==> src/verilog/fsf_regs.vh <==
/*
 * Constants for the FIFO status flag and offset access block: depth, widths,
 * offset register pointer codes, default offsets and control bundle layout.
 * Assumes the smallest depth of the family, 1,024 words, and a 9-bit offset port.
 */
`ifndef FSF_REGS_VH
`define FSF_REGS_VH

// fifo geometry
`define FSF_CNT_W 11
`define FSF_DEPTH 11'h400
`define FSF_HALF_P1 11'h201
`define FSF_OFS_W 10
`define FSF_LO_W 9
`define FSF_SER_BITS 20
`define FSF_DATA_W 36

// offset register pointer codes
`define FSF_PTR_E_LO 2'h0
`define FSF_PTR_E_HI 2'h1
`define FSF_PTR_F_LO 2'h2
`define FSF_PTR_F_HI 2'h3

// default offsets selected by {load_select, sel1, sel0} at master reset
`define FSF_DEF_010 10'h1ff
`define FSF_DEF_001 10'h0ff
`define FSF_DEF_000 10'h07f
`define FSF_DEF_011 10'h03f
`define FSF_DEF_100 10'h01f
`define FSF_DEF_110 10'h00f
`define FSF_DEF_101 10'h007
`define FSF_DEF_111 10'h003

// control bundle bit positions
`define FSF_CTL_W 20
`define FSF_B_MRST 0
`define FSF_B_PRS 1
`define FSF_B_LSEL 2
`define FSF_B_WEN 3
`define FSF_B_REN 4
`define FSF_B_SENA 5
`define FSF_B_SIN 6
`define FSF_B_FTS 7
`define FSF_B_FALL 8
`define FSF_B_FS1 9
`define FSF_B_FS0 10
`define FSF_B_DAT 11

`endif

==> src/verilog/fsf_flag_offset.v <==
/*
 * Status flag generation and offset register access decode for a dual-clock
 * FIFO. Write, read and serial load clocks arrive as pins and are sampled in
 * the system clock; each of their rising edges becomes a one-cycle event.
 * Assumes those pin clocks run well below a quarter of the system clock.
 */
`timescale 1ns/1ps
`default_nettype none
`include "fsf_regs.vh"

// Function
// - flag timing mode is sampled at master reset and held until the next.
// - synchronous mode: almost full changes only on write clock edges.
// - synchronous mode: almost empty changes only on read clock edges.
// - asynchronous mode: almost full falls on write edge, rises on read edge.
// - asynchronous mode: almost empty falls on a read clock edge.
// - asynchronous mode: almost empty rises on a write clock edge.
// - standard mode flags decode from word count with thresholds n, D/2+1, D-m, D.
// - fall-through flags use the same thresholds shifted up by one word.
// - parallel offset reads present registers in that same order.
// - serial enable low shifts one serial bit per serial clock edge.
// - serial load runs empty offset LSB first to full offset MSB, 20 bits.
// - empty offset n and full offset m set the almost flag thresholds.
// - master reset loads one of eight defaults chosen by three select pins.
// - master reset homes both offset pointers; partial reset leaves them.
module fsf_flag_offset (
   // system
   input wire clk,
   input wire arst_n,
   // pin clocks
   input wire write_clock,
   input wire read_clock,
   input wire serial_load_clock,
   // resets and configuration pins
   input wire master_reset_n,
   input wire partial_reset_n,
   input wire flag_timing_select,
   input wire first_word_fall_through,
   input wire [1:0] offset_select,
   // access control pins
   input wire offset_load_select,
   input wire write_enable_n,
   input wire read_enable_n,
   input wire serial_enable_n,
   input wire serial_data_in,
   input wire [`FSF_LO_W-1:0] data_in,
   // status flags, active low unless named otherwise
   output reg empty_flag,
   output reg output_valid_flag,
   output reg almost_empty_flag,
   output reg half_full_flag,
   output reg almost_full_flag,
   output reg full_flag,
   output reg input_room_flag,
   // memory access strobes and word count
   output reg mem_write_pulse,
   output reg mem_read_pulse,
   output reg [`FSF_CNT_W-1:0] word_count,
   // offset read-back stream
   output reg [`FSF_DATA_W-1:0] offset_out_data,
   output reg offset_out_valid,
   input wire offset_out_ready,
   output reg offset_read_stall
);
   reg rst_a_q;
   reg rst_n_q;
   wire wr_rise;
   wire rd_rise;
   wire sc_rise;
   wire [`FSF_CTL_W-1:0] ctl;

   // reset release through two flops
   always @(posedge clk or negedge arst_n) begin
      if (!arst_n) begin
         rst_a_q <= 1'b0;
         rst_n_q <= 1'b0;
      end else begin
         rst_a_q <= 1'b1;
         rst_n_q <= rst_a_q;
      end
   end

   fsf_pin_sync #(.W(1)) u_wclk (
      .clk(clk), .rst_n(rst_n_q), .pin_in(write_clock), .level_q(), .rise_q(wr_rise));
   fsf_pin_sync #(.W(1)) u_rclk (
      .clk(clk), .rst_n(rst_n_q), .pin_in(read_clock), .level_q(), .rise_q(rd_rise));
   fsf_pin_sync #(.W(1)) u_sclk (
      .clk(clk), .rst_n(rst_n_q), .pin_in(serial_load_clock), .level_q(),
      .rise_q(sc_rise));
   // controls share the clocks' latency so they stay aligned with the edges
   fsf_pin_sync #(.W(`FSF_CTL_W)) u_ctl (
      .clk(clk), .rst_n(rst_n_q),
      .pin_in({data_in, offset_select[0], offset_select[1], first_word_fall_through,
               flag_timing_select, serial_data_in, serial_enable_n, read_enable_n,
               write_enable_n, offset_load_select, partial_reset_n, master_reset_n}),
      .level_q(ctl), .rise_q());

   wire mrst_act = ~ctl[`FSF_B_MRST];
   wire prs_act = ~ctl[`FSF_B_PRS];
   wire lsel = ctl[`FSF_B_LSEL];
   wire wen_n = ctl[`FSF_B_WEN];
   wire ren_n = ctl[`FSF_B_REN];
   wire sena_n = ctl[`FSF_B_SENA];
   wire [`FSF_LO_W-1:0] din = ctl[`FSF_B_DAT +: `FSF_LO_W];

   // configuration caught during master reset
   reg sync_mode_q;
   reg fall_q;
   reg serial_mode_q;
   reg [`FSF_SER_BITS-1:0] ofs_q;
   reg [1:0] wptr_q;
   reg [1:0] rptr_q;
   reg [`FSF_OFS_W-1:0] def_ofs;

   wire [`FSF_OFS_W-1:0] n_ofs = ofs_q[`FSF_OFS_W-1:0];
   wire [`FSF_OFS_W-1:0] m_ofs = ofs_q[`FSF_SER_BITS-1:`FSF_OFS_W];

   always @* begin
      case ({lsel, ctl[`FSF_B_FS1], ctl[`FSF_B_FS0]})
         3'b010: def_ofs = `FSF_DEF_010;
         3'b001: def_ofs = `FSF_DEF_001;
         3'b000: def_ofs = `FSF_DEF_000;
         3'b011: def_ofs = `FSF_DEF_011;
         3'b100: def_ofs = `FSF_DEF_100;
         3'b110: def_ofs = `FSF_DEF_110;
         3'b101: def_ofs = `FSF_DEF_101;
         default: def_ofs = `FSF_DEF_111;
      endcase
   end

   // access decode
   reg [1:0] buf_cnt_q;
   wire buf_in_ready = (buf_cnt_q != 2'h2);
   wire ofs_wr = wr_rise & ~lsel & ~wen_n & ren_n & sena_n & ~serial_mode_q;
   wire ofs_rd_req = rd_rise & ~lsel & ~ren_n & wen_n & sena_n;
   wire ofs_rd = ofs_rd_req & buf_in_ready;
   wire ser_sh = sc_rise & ~lsel & ~sena_n & wen_n & ren_n & serial_mode_q;

   // offset registers and pointers
   always @(posedge clk or negedge rst_n_q) begin
      if (!rst_n_q) begin
         sync_mode_q <= 1'b0;
         fall_q <= 1'b0;
         serial_mode_q <= 1'b0;
         ofs_q <= {`FSF_SER_BITS{1'b0}};
         wptr_q <= `FSF_PTR_E_LO;
         rptr_q <= `FSF_PTR_E_LO;
      end else if (mrst_act) begin
         sync_mode_q <= ctl[`FSF_B_FTS];
         fall_q <= ctl[`FSF_B_FALL];
         serial_mode_q <= lsel;
         ofs_q <= {def_ofs, def_ofs};
         wptr_q <= `FSF_PTR_E_LO;
         rptr_q <= `FSF_PTR_E_LO;
      end else begin
         if (ser_sh) begin
            ofs_q <= {ctl[`FSF_B_SIN], ofs_q[`FSF_SER_BITS-1:1]};
         end else if (ofs_wr) begin
            case (wptr_q)
               `FSF_PTR_E_LO: ofs_q[`FSF_LO_W-1:0] <= din;
               `FSF_PTR_E_HI: ofs_q[`FSF_OFS_W-1] <= din[0];
               `FSF_PTR_F_LO: ofs_q[`FSF_OFS_W +: `FSF_LO_W] <= din;
               default: ofs_q[`FSF_SER_BITS-1] <= din[0];
            endcase
            wptr_q <= wptr_q + 2'h1;
         end
         if (ofs_rd) begin
            rptr_q <= rptr_q + 2'h1;
         end
      end
   end

   // read-back word for the current read pointer
   reg [`FSF_LO_W-1:0] rd_word;
   always @* begin
      case (rptr_q)
         `FSF_PTR_E_LO: rd_word = ofs_q[`FSF_LO_W-1:0];
         `FSF_PTR_E_HI: rd_word = {{(`FSF_LO_W-1){1'b0}}, ofs_q[`FSF_OFS_W-1]};
         `FSF_PTR_F_LO: rd_word = ofs_q[`FSF_OFS_W +: `FSF_LO_W];
         default: rd_word = {{(`FSF_LO_W-1){1'b0}}, ofs_q[`FSF_SER_BITS-1]};
      endcase
   end

   // two-entry buffer so a stalled reader loses no offset word
   reg [`FSF_DATA_W-1:0] buf_q0;
   reg [`FSF_DATA_W-1:0] buf_q1;
   wire pop = offset_out_valid & offset_out_ready;
   wire [`FSF_DATA_W-1:0] push_word = {{(`FSF_DATA_W-`FSF_LO_W){1'b0}}, rd_word};
   wire [1:0] cnt_nx = buf_cnt_q + {1'b0, ofs_rd} - {1'b0, pop};
   wire [`FSF_DATA_W-1:0] head_nx = pop ? ((buf_cnt_q == 2'h1) ? push_word : buf_q1) :
      ((buf_cnt_q == 2'h0) ? push_word : buf_q0);

   always @(posedge clk or negedge rst_n_q) begin
      if (!rst_n_q) begin
         buf_cnt_q <= 2'h0;
         buf_q0 <= {`FSF_DATA_W{1'b0}};
         buf_q1 <= {`FSF_DATA_W{1'b0}};
         offset_out_data <= {`FSF_DATA_W{1'b0}};
         offset_out_valid <= 1'b0;
         offset_read_stall <= 1'b0;
      end else begin
         offset_read_stall <= ofs_rd_req & ~buf_in_ready;
         case ({ofs_rd, pop})
            2'b10: begin
               if (buf_cnt_q == 2'h0) begin
                  buf_q0 <= push_word;
               end else begin
                  buf_q1 <= push_word;
               end
               buf_cnt_q <= buf_cnt_q + 2'h1;
            end
            2'b01: begin
               buf_q0 <= buf_q1;
               buf_cnt_q <= buf_cnt_q - 2'h1;
            end
            2'b11: begin
               if (buf_cnt_q == 2'h1) begin
                  buf_q0 <= push_word;
               end else begin
                  buf_q0 <= buf_q1;
                  buf_q1 <= push_word;
               end
            end
            default: begin
               buf_cnt_q <= buf_cnt_q;
            end
         endcase
         // output stage takes the next head, so a popped word never shows twice
         offset_out_valid <= (cnt_nx != 2'h0);
         offset_out_data <= head_nx;
      end
   end

   // word count and flags
   wire [`FSF_CNT_W-1:0] cap = `FSF_DEPTH + {{(`FSF_CNT_W-1){1'b0}}, fall_q};
   wire mem_wr = wr_rise & lsel & ~wen_n & (word_count != cap);
   wire mem_rd = rd_rise & lsel & ~ren_n & (word_count != {`FSF_CNT_W{1'b0}});
   reg [`FSF_CNT_W-1:0] cnt_d;

   always @* begin
      cnt_d = word_count;
      if (mem_wr & ~mem_rd) begin
         cnt_d = word_count + {{(`FSF_CNT_W-1){1'b0}}, 1'b1};
      end else if (mem_rd & ~mem_wr) begin
         cnt_d = word_count - {{(`FSF_CNT_W-1){1'b0}}, 1'b1};
      end
   end

   // fall-through shifts every threshold up by one word
   wire [`FSF_CNT_W:0] sh = {{`FSF_CNT_W{1'b0}}, fall_q};
   wire [`FSF_CNT_W:0] cnt_x = {1'b0, cnt_d};
   wire ae_cond = cnt_x <= ({2'b00, n_ofs} + sh);
   wire half_cond = cnt_x >= ({1'b0, `FSF_HALF_P1} + sh);
   wire af_cond = (cnt_x + {2'b00, m_ofs}) >= ({1'b0, `FSF_DEPTH} + sh);
   wire zero_cond = (cnt_d == {`FSF_CNT_W{1'b0}});
   wire cap_cond = (cnt_d == cap);

   always @(posedge clk or negedge rst_n_q) begin
      if (!rst_n_q) begin
         word_count <= {`FSF_CNT_W{1'b0}};
         empty_flag <= 1'b0;
         output_valid_flag <= 1'b1;
         almost_empty_flag <= 1'b0;
         half_full_flag <= 1'b1;
         almost_full_flag <= 1'b1;
         full_flag <= 1'b1;
         input_room_flag <= 1'b0;
         mem_write_pulse <= 1'b0;
         mem_read_pulse <= 1'b0;
      end else if (mrst_act | prs_act) begin
         word_count <= {`FSF_CNT_W{1'b0}};
         empty_flag <= 1'b0;
         output_valid_flag <= 1'b1;
         almost_empty_flag <= 1'b0;
         half_full_flag <= 1'b1;
         almost_full_flag <= 1'b1;
         full_flag <= 1'b1;
         input_room_flag <= 1'b0;
         mem_write_pulse <= 1'b0;
         mem_read_pulse <= 1'b0;
      end else begin
         word_count <= cnt_d;
         mem_write_pulse <= mem_wr;
         mem_read_pulse <= mem_rd;
         empty_flag <= fall_q | ~zero_cond;
         full_flag <= fall_q | ~cap_cond;
         output_valid_flag <= ~fall_q | zero_cond;
         input_room_flag <= ~fall_q | cap_cond;
         half_full_flag <= ~half_cond;
         if (sync_mode_q) begin
            if (wr_rise) begin
               almost_full_flag <= ~af_cond;
            end
            if (rd_rise) begin
               almost_empty_flag <= ~ae_cond;
            end
         end else begin
            if (wr_rise & af_cond) begin
               almost_full_flag <= 1'b0;
            end else if (rd_rise & ~af_cond) begin
               almost_full_flag <= 1'b1;
            end
            if (rd_rise & ae_cond) begin
               almost_empty_flag <= 1'b0;
            end else if (wr_rise & ~ae_cond) begin
               almost_empty_flag <= 1'b1;
            end
         end
      end
   end
endmodule

`default_nettype wire

==> src/verilog/fsf_pin_sync.v <==
/*
 * Three-stage pin synchroniser with agreement filter and rising-edge pulse.
 * Assumes pins change slower than the system clock can follow.
 */
`timescale 1ns/1ps
`default_nettype none

module fsf_pin_sync #(
   parameter W = 1
) (
   // clock and reset
   input wire clk,
   input wire rst_n,
   // pin side
   input wire [W-1:0] pin_in,
   // filtered level and rise of bit 0
   output reg [W-1:0] level_q,
   output reg rise_q
);
   reg [W-1:0] s1_q;
   reg [W-1:0] s2_q;
   reg [W-1:0] s3_q;
   reg [W-1:0] level_d;
   integer i;

   // a bit only moves once stages two and three agree
   always @* begin
      level_d = level_q;
      for (i = 0; i < W; i = i + 1) begin
         if (s2_q[i] == s3_q[i]) begin
            level_d[i] = s3_q[i];
         end
      end
   end

   always @(posedge clk or negedge rst_n) begin
      if (!rst_n) begin
         s1_q <= {W{1'b0}};
         s2_q <= {W{1'b0}};
         s3_q <= {W{1'b0}};
         level_q <= {W{1'b0}};
         rise_q <= 1'b0;
      end else begin
         s1_q <= pin_in;
         s2_q <= s1_q;
         s3_q <= s2_q;
         level_q <= level_d;
         rise_q <= level_d[0] & ~level_q[0];
      end
   end
endmodule

`default_nettype wire

==> config.mk <==
export PLATFORM = sky130hd
export DESIGN_NAME = fsf_flag_offset
export DESIGN_NICKNAME = d
export VERILOG_FILES = /design/src/verilog/fsf_flag_offset.v /design/src/verilog/fsf_pin_sync.v
export VERILOG_INCLUDE_DIRS = /design/src /design/src/verilog
export SDC_FILE = /design/constraint.sdc
export NUM_CORES = 1
export LEC_CHECK = 0
export ABC_AREA = 1
export BUFFER_PORTS_ARGS = -buffer_cell sky130_fd_sc_hd__buf_2
export CORE_MARGIN = 2
export CORE_UTILIZATION = 50
export CTS_BUF_LIST = sky130_fd_sc_hd__clkbuf_8
export DETAILED_ROUTE_END_ITERATION = 8
export PLACE_DENSITY = 0.69
export SLEW_MARGIN = 10
export SYNTH_ARGS = -nofsm -noshare
export SYNTH_HDL_FRONTEND = slang
export SYNTH_SLANG_ARGS = --single-unit
==> constraint.sdc <==
create_clock -name clk -period 14.8 [get_ports clk]
set_input_delay 0.74 -clock clk [delete_from_list [all_inputs] [get_ports clk]]
set_output_delay 0.74 -clock clk [all_outputs]
set_load 0.01 [all_outputs]
# Word level (Yosys, flattened, before mapping)
# Cells that the tools add are included.
[op_classes]
n_addsub = 13
n_eq_ne = 52
mux = 45
magnitude_cmp = 3
reduce_logical = 21
n_bitwise = 56
[op_table]
columns = ["operator", "count"]
rows = [
  ["two-way mux 36 bit", 5],
  ["one-hot mux 36 bit (3 select lines)", 1],
  ["one-hot mux 36 bit (2 select lines)", 1],
  ["one-hot mux 9 bit (7 select lines)", 1],
  ["two-way mux 20 bit", 3],
  ["two-way mux 11 bit", 3],
  ["bitwise AND 1 bit", 32],
  ["one-hot mux 9 bit (3 select lines)", 1],
  ["equality test 1 bit", 23],
  ["two-way mux 1 bit", 22],
  ["inverter 1 bit", 19],
  ["two-way mux 9 bit", 2],
  ["inequality test 3 bit (second input constant)", 5],
  ["AND reduction 2 bit", 7],
  ["adder 11 x 1 -> 12 bit (first input constant)", 1],
  ["adder 11 x 10 -> 12 bit", 1],
  ["greater-or-equal comparator 12 bit", 1],
  ["inequality test 2 bit (second input constant)", 6],
  ["adder 10 x 1 -> 11 bit", 1],
  ["adder 10 x 1 -> 11 bit (first input constant)", 1],
  ["adder 11 x 1 -> 11 bit (first input constant)", 1],
  ["adder 11 x 1 -> 11 bit (second input constant)", 1],
  ["equality test 11 bit", 1],
  ["greater-or-equal comparator 11 bit", 1],
  ["other kinds (25)", 50],
]
[totals]
regBits = 256
output_inout_bits = 58

# Depth between registers and ports, before layout
# Gate-level depths: netlist (run 1).
[depth]
depth_word = 15
depth_mapped = 29

# Cells and area by module
# Synthesis (run 1) repeated with hierarchy kept, for this count alone.
[hier_totals]
cells_unflattened = 1156
hier_area_um2 = 10349.9
[by_module_without_submodules]
columns = ["module", "area_each_um2", "instances", "cells_each"]
rows = [
  ["fsf_flag_offset", 7543.5, 1, 960],
  ["fsf_pin_sync (u_ctl)", 2359.8, 1, 163],
  ["fsf_pin_sync (u_rclk ...)", 148.9, 3, 11],
]

# Worst setup path after synthesis (run 1)
# OpenSTA, ideal clock, no wires.
[synth_path]
kind = "reg-to-reg"
from = "reg word_count[0]"
to = "reg almost_full_flag"
n_path_buf = 1
synth_period_minus_slack_ns = 3.226
arrival_time_ns = 3.166
path_slack_ns = 11.574
required_ns = 14.740
path_stages_with_launch = 26
cell_sequence = "dfrtp_1 -> inv_2 -> ha_1 -> nand2_2 -> nor2_4 -> a21oi_4 -> nand2_4 -> buf_6 -> nand3_1 -> nand2_2 -> inv_1 -> ha_1 -> inv_1 -> fa_1 -> inv_1 -> nand3_1 -> nand2_1 -> nand2_1 -> nand2_1 -> xor2_1 -> nand3_1 -> nor2_1 -> nand3_1 -> nand3_1 -> nand2_1 -> nand2_1"
[synth_between]
elab_chain_cells = 12
word_cells_on_any_way = 23
[synth_lines]
columns = ["element", "line_no", "text"]
rows = [
  ["start: declaration", "fsf_flag_offset.v:58", "output reg [`FSF_CNT_W-1:0] word_count,"],
  ["start signal: assignment", "fsf_flag_offset.v:260", "word_count <= {`FSF_CNT_W{1'b0}};"],
  ["start signal: assignment", "fsf_flag_offset.v:271", "word_count <= {`FSF_CNT_W{1'b0}};"],
  ["start signal: assignment", "fsf_flag_offset.v:282", "word_count <= cnt_d;"],
  ["branches (longest 5 deep; another with subtractor 11 x 1 -> 11 bit)", "n/a", ""],
  ["two-way mux 11 bit *", "fsf_flag_offset.v:242", "if (mem_wr & ~mem_rd) begin"],
  ["adder 11 x 10 -> 12 bit *", "fsf_flag_offset.v:254", "wire af_cond = (cnt_x + {2'b00, m_ofs}) >= ({1'b0, `FSF_DEPTH} + sh);"],
  ["greater-or-equal comparator 12 bit *", "fsf_flag_offset.v:254", ""],
  ["bitwise AND 1 bit / inverter 1 bit (equally long branches)", "fsf_flag_offset.v:298, fsf_flag_offset.v:292, fsf_flag_offset.v:300", ""],
  ["two-way mux 1 bit, or another cell as far along", "fsf_flag_offset.v:298", "if (wr_rise & af_cond) begin"],
  ["two-way mux 1 bit / nonzero test 4 bit (equally long branches)", "n/a", ""],
  ["two-way mux 1 bit / AND reduction 2 bit (equally long branches)", "n/a", ""],
  ["end signal: assignment", "fsf_flag_offset.v:292", "almost_full_flag <= ~af_cond;"],
  ["end: declaration", "fsf_flag_offset.v:52", "output reg almost_full_flag,"],
]
# Mark *: on every way between the ends. The select of a mux whose other input is x is not followed.
# A chain may end at the register's enable or synchronous reset.

# Worst setup path after layout (run 1)
# Ends and elaborated chain as after synthesis.

==> impl_metrics.tcl, run 1 <==
set metrics [dict create \
    status "finished, final reports clean" \
    n_antenna_cell 0 \
    relSlewSlack 0.294 \
    p_per_area_nw_per_um2 144 \
    synth_area_um2 10200 \
    via_count 7505 \
    report.final.slew_viol_count 0 \
    timing.rr.start "word_count[0]" \
    drt-wirelength-per-cell_um 14.4 \
    rsz0062_at_grt "false" \
    finClkSkew_ps 26.9 \
    dieHeight_um 147 \
    cts-root-buf "clkbuf_8" \
    viasPerCell 5.03 \
    tns_ps 0 \
    ir_worst_vdd_mv 0.101 \
    wl_mm 21.4 \
    min_to "u_ctl.s1_q[18]" \
    numClockSinks 229 \
    fmax_mhz 278 \
    power_w 0.00168 \
    max_stage_delay_ps 450 \
    clk_latency_ps 540 \
    grt_pass1_vias 7377 \
    die_w_um 147 \
    overflow 0 \
    max_cap_viol_count 0 \
    path_max_fanout 13 \
    crit_top_cell "nand2_1" \
    synth_enable_flop_cells 0 \
    period_share 0.243 \
    worstPathRequired_ps 15250 \
    gp_congestion 0.897 \
    holdPathStages 1 \
    cts_tree "built" \
    finalSetupViolations 0 \
    area_growth_syn_to_layout_pct 13.8 \
    crit_buf_inv 4 \
    synth_ff_type "dfrtp_1" \
    ant_nets 0 \
    initial_core_util 0.508 \
    netlist_instances 1099 \
    min_from "data_in[7]" \
    crit_path_cell_trace "inv_2, ha_1, nand2_2, nor2_4, nand2_1, nand2_2, nand2_2, inv_2, o21ai_0, nand2_1, inv_1, ha_1, nand2_1, o21ai_0, inv_1, a21oi_1, nor2_1, nand2_1, nand2_1, nand3_1, nand3_1, nand2_1, nand2_1" \
    firstDrtPassIters 8 \
    rrSetupSlack_ps 11210 \
    r2r_cells 23 \
    cts_max_level 2 \
    r2r_end "almost_full_flag" \
    nets 1269 \
    die_area_um2 21700 \
    layout-drive-gt1-share 0.155 \
    p_leak_nw 5.88 \
    io_buffers 83 \
    finalHoldViolations 0 \
    path_clk_slew_ps 60 \
    cts_setup_buffers 0 \
    yosysWarningCount 0 \
    clockBufferDepth 3 \
    crit_type "flip-flop to flip-flop" \
    synth_async_sr_flop_share 1.00 \
    final.fill_count 1790 \
    hpwlAfterDp_mm 15.2 \
    crit_family "simple AND/OR/NAND/NOR gates" \
    drtIter0Drc 548 \
    core_um2 20200 \
    ys_seq_area_frac 0.560 \
    hold_path.class "input port to flip-flop" \
    avgSynthCellArea_um2 9.32 \
    drc 0 \
    cpMaxStageDelayCell "dfrtp_1" \
    hold_slack_ps 312 \
    synth_nets 1171 \
    ys_ff_latch 229 \
    crit_path_end_kind "flip-flop" \
    critPathLaunchType "flip-flop" \
    yosysUniqueCellTypes 47 \
    cts_buffers 38 \
    finish.utilization 0.578 \
    boundaryPins 84 \
    final.min_clock_period_ps 3590 \
    grt_max_degree 82 \
    cp.arrival_ps 4050 \
    grtUsageTotal 0.204 \
    num_rows 52 \
    grt_first_pass_wirelength_mm 36.1 \
    worst-slew-pin-transition_ps 1050 \
    antenna_found_initial 0 \
]
## cell usage in the layout (no fill, tap or decap), types with 2 or more instances in the layout
cell type  count
a21o_1         2
a21oi_1       48
a31oi_1        9
buf_2         83
buf_4          3
clkbuf_8      47
clkinv_1       2
clkinv_2       8
dfrtp_1      224
dfstp_2        4
ha_1          45
inv_1        124
inv_2          6
inv_6          2
maj3_1        23
nand2_1      225
nand2_2       13
nand2_4        3
nand3_1       48
nand3_2        2
nand3b_1       2
nand4_1        8
nor2_1       131
nor2_2         4
nor2_4         4
nor2b_1        3
nor3_1        10
nor3_2         3
nor4_1         2
o211ai_1       9
o21ai_0       77
o21ai_1        2
o22ai_1        8
xnor2_1        6
xor2_1        17
## metrics by stage
stage                     area, µm²  cells  setup WS (ps)
after CTS                     11700   1492          11240
after global routing          11700   1492          10810
after global placement        10900   1426          11290
after detailed placement      10900   1426          11270
final                         11700   1492          11210
after floorplan               10200   1099           7950
## layer usage
| layer | wire length, µm | GRT usage |
|---|---|---|
| met5 | 0 | 0 |
| met4 | 593 | 0.0721 |
| met3 | 1040 | 0.0404 |
| met2 | 9990 | 0.322 |
| met1 | 9790 | 0.285 |
## state kept, by name (all words and copies together) (netlist names), 2 cells and up
signal           cells
word_count          11
u_ctl.s1_q          20
u_ctl.level_q       20
offset_out_data     36
wptr_q               2
rptr_q               2
buf_q0              36
u_ctl.s3_q          20
buf_cnt_q            2
u_ctl.s2_q          20
ofs_q               20
buf_q1               9
## worst register-to-register path, stage by stage, from the launching register on
cell,delay (ps)
dfrtp_1,450
inv_2,140
ha_1,260
nand2_2,130
nor2_4,160
nand2_1,80
nand2_2,90
nand2_2,170
inv_2,170
o21ai_0,120
nand2_1,150
inv_1,90
ha_1,350
nand2_1,80
o21ai_0,270
inv_1,120
a21oi_1,230
nor2_1,70
nand2_1,60
nand2_1,60
nand3_1,80
nand3_1,70
nand2_1,60
nand2_1,50
## repair_timing
action | 4_1_cts | 5_1_grt
hold buffers | 1 | 0
setup endpoints to repair | 0 | 0
gates resized for setup | 0 | 0
hold endpoints to repair | 2 | 0
## layout make-up
type | instances | area, µm² | share of cell area
flip-flops and latches | 229 | 5740 | 0.492
multi-input cells | 715 | 3890 | 0.334
clock buffers | 47 | 647 | 0.0555
inverters | 126 | 474 | 0.0407
repair buffers | 87 | 448 | 0.0384
well taps | 270 | 338 | 0.0290
clock inverters | 18 | 125 | 0.0107
## cells by family after synthesis
family	synth area share
DFF	0.560
other	0.000366
AOI/OAI and AO/OA	0.0845
xor gates and xnor gates	0.0197
and+or+nand+nor	0.195
buffers and inverters	0.0606
muxes	0.000977
adders and majority gates	0.0794
## synth_stat cells (3+ instances only)
cell      count  area, µm²
dfrtp_1     225       5630
o211ai_1      9       67.6
o21ai_0      77        385
nor3_1       10       50.1
dfstp_2       4        105
nand2_2      13       81.3
xor2_1       17        149
buf_6         4       45.0
nor2_4        4       45.0
nor3_2        3       30.0
nand4_1       8       50.1
a31oi_1       9       56.3
nand2_4       3       33.8
inv_2         6       22.5
maj3_1       23        230
nor2_1      131        492
nand3_1      48        240
inv_1       117        439
nor2_2        4       25.0
ha_1         45        563
xnor2_1       6       52.6
o22ai_1       8       50.1
buf_2         3       15.0
nand2_1     225        845
nor2b_1       3       18.8
clkbuf_1     19       71.3
a21oi_1      48        240
## where the power goes
| part | internal, W | switching (W) | total (W) | leakage [nW] |
|---|---|---|---|---|
| Combinational | 0.000129 | 0.000237 | 0.000365 | 2.59 |
| Sequential | 0.000701 | 0.0000568 | 0.000757 | 2.86 |
| Clock | 0.000307 | 0.000246 | 0.000552 | 0.433 |
## how the worst max path moves through the flow
stage	start	to	slack, ps	cells past startpoint
floorplan	rst_n_q	almost_empty_flag	7950	0
CTS	word_count[0]	almost_full_flag	11240	25
global route	word_count[0]	almost_full_flag	10810	25
detailed placement	word_count[0]	almost_full_flag	11270	25
finish	word_count[0]	almost_full_flag	11210	23
global placement	word_count[0]	almost_full_flag	11290	25
Note: power is estimated with default switching activity, not from simulation.
==> inputs of run 2 (changes only) <==
==> constraint.sdc (replaced) <==
create_clock -name clk -period 3.6 [get_ports clk]
set_input_delay 0.18 -clock clk [delete_from_list [all_inputs] [get_ports clk]]
set_output_delay 0.18 -clock clk [all_outputs]
set_load 0.01 [all_outputs]
==> run 2 against run 1 <==
Non-clock buffer count is 41 higher; register-to-register slack worse by 11000 ps; clock power grew to 4.2 times the previous value; sequential cell count stayed put; routed wire length grew 2.7%; highest routed layer unchanged; die area stayed put; maximum frequency is 8.1% higher; via count is 1.2% higher; critical path depth grew 1; global-route usage increased by 0.65 points.
==> impl_metrics.tcl, run 2 (synthesis results as in run 1) <==
set metrics [dict create \
    status "finished, final reports clean" \
    ant_nets 0 \
    grt_pass1_vias 7610 \
    path_max_fanout 12 \
    layout_setup_ws_ps 275 \
    hold_slack_ps 181 \
    overflow 0 \
    finClkSkew_ps 23.7 \
    crit_type "flip-flop to flip-flop" \
    path_clk_slew_ps 60 \
    grt_first_pass_wirelength_mm 37.2 \
    layout_commonest_cell "nand2_1" \
    grtUsageMet3 0.0438 \
    min_from "offset_out_ready" \
    drtIter0Drc 448 \
    crit_path_end_kind "flip-flop" \
    seq_power_share 0.447 \
    place_ws_ps 151 \
    grt_use_met2 0.348 \
    grt_max_degree 63 \
    cp-startpoint "word_count[9]" \
    cts_max_level 2 \
    layout_common_cells "225 x nand2_1, 219 x dfrtp_1, 130 x nor2_1" \
    area_growth_syn_to_layout_pct 18.1 \
    switching_share 0.319 \
    viasPerCell 4.96 \
    gp_congestion 0.877 \
    io_buffers 83 \
    combPwrFrac 0.223 \
    clockBufferDepth 3 \
    hold_path.class "input port to flip-flop" \
    relSlewSlack 0.479 \
    clockPowerShare 0.331 \
    dieHeight_um 147 \
    power.internal_w 0.00473 \
    met1_usage 0.280 \
    via_count 7597 \
    finalSetupViolations 0 \
    power_w 0.00695 \
    p_leak_nw 6.06 \
    drt-wirelength-per-cell_um 14.3 \
    clk_latency_ps 550 \
    initial_core_util 0.508 \
    cts-root-buf "clkbuf_8" \
    num_rows 52 \
    final.fill_count 1752 \
    cts_tree "built" \
    drc 0 \
    wl_mm 22.0 \
    critPathLaunchType "flip-flop" \
    max_cap_viol_count 0 \
    report.final.slew_viol_count 0 \
    hpwlAfterDp_mm 15.6 \
    core_um2 20200 \
    grtUsageTotal 0.211 \
    timing.rr.start "word_count[9]" \
    die_w_um 147 \
    worstPathRequired_ps 4090 \
    finalHoldViolations 0 \
    numClockSinks 229 \
    gr-max-usage-layer "met2" \
    cp.arrival_ps 3810 \
    ir_worst_vdd_mv 0.393 \
    reg_top3 "buf_q0: 36 flops, offset_out_data: 36 flops" \
    switching_power_w 0.00222 \
    period_share 0.924 \
    n_antenna_cell 0 \
    final.min_clock_period_ps 3330 \
    antenna_found_initial 0 \
    firstDrtPassIters 5 \
    fmax_mhz 301 \
    finish.utilization 0.600 \
    die_area_um2 21700 \
    nets 1311 \
    boundaryPins 84 \
    layout-drive-gt1-share 0.167 \
    p_per_area_nw_per_um2 575 \
    cts_buffers 39 \
    worst-slew-pin-transition_ps 776 \
]
run 2: changes by cell type in the layout (fill, tap and decap cells not counted), sizes merged:
cell,delta
inv,+3
clkinvlp,+1
dlygate4sd3,+24
clkinv,-6
buf,+17
clkbuf,+1
run 2: per-stage QoR:
step / TNS, ps / cells / cell area [µm²]
after detailed placement: 0 / 1437 / 11000
after floorplan: 0 / 1099 / 10300
final: 0 / 1532 / 12100
after global routing: -35.2 / 1532 / 12100
after CTS: 0 / 1526 / 12000
after global placement: 0 / 1437 / 11000
run 2: worst max-delay path, stage by stage (launching register included):
cell	delay [ps]
dfrtp_2	460
nor2_2	180
nand2_1	120
nor2_4	160
nand2_2	110
nand2_8	120
nand2_4	120
nand3_1	120
nand2_2	100
inv_1	70
ha_2	210
inv_1	60
fa_1	370
inv_1	110
nand3_1	70
nand2_1	100
nand2_1	60
nand2_1	100
xor2_1	150
nand3_1	100
nor2_1	110
nand3_1	80
nand3_1	80
nand2_1	50
nand2_1	50
run 2: final timing paths:
path	end	slack, ps	cells after the start
max in group asynchronous	u_ctl.s2_q[15]	2300	1
hold / removal	offset_out_data[2]	180	4
min in group asynchronous	u_ctl.s2_q[18]	410	0
setup / recovery	almost_full_flag	270	24
setup reg to reg	almost_full_flag	270	24
hold reg to reg	u_ctl.s2_q[3]	330	0
run 2: area by class of cell:
class	count	area (µm²)	area share
sequential	229	5750	0.475
multi-input combinational	715	3930	0.325
timing repair buffer	128	828	0.0685
clock buffer	48	661	0.0546
inverter	126	474	0.0392
tap	270	338	0.0279
clock inverter	16	120	0.00993
run 2: repair_timing:
action,CTS,global route
setup endpoints to repair,0,1
hold buffers,25,0
hold endpoints to repair,25,0
buffers inserted,0,6
gates resized for setup,0,13
run 2: power by group through the flow:
stage	logic [W]	clock network, W	registers (W)
6_report	0.00155	0.00230	0.00311
5_1_grt	0.00177	0.00251	0.00315
4_1_cts	0.00155	0.00238	0.00311
3_5_place_dp	0.00152	0	0.00315
3_3_place_gp	0.00149	0	0.00314
2_1_floorplan	0.00107	0	0.00314
run 2: per-layer routing:
layer | up-vias | part of all wire
li1 | 3808 | -
met1 | 3574 | 0.45
met2 | 179 | 0.48
met3 | 36 | 0.049
met4 | 0 | 0.025
met5 | - | 0
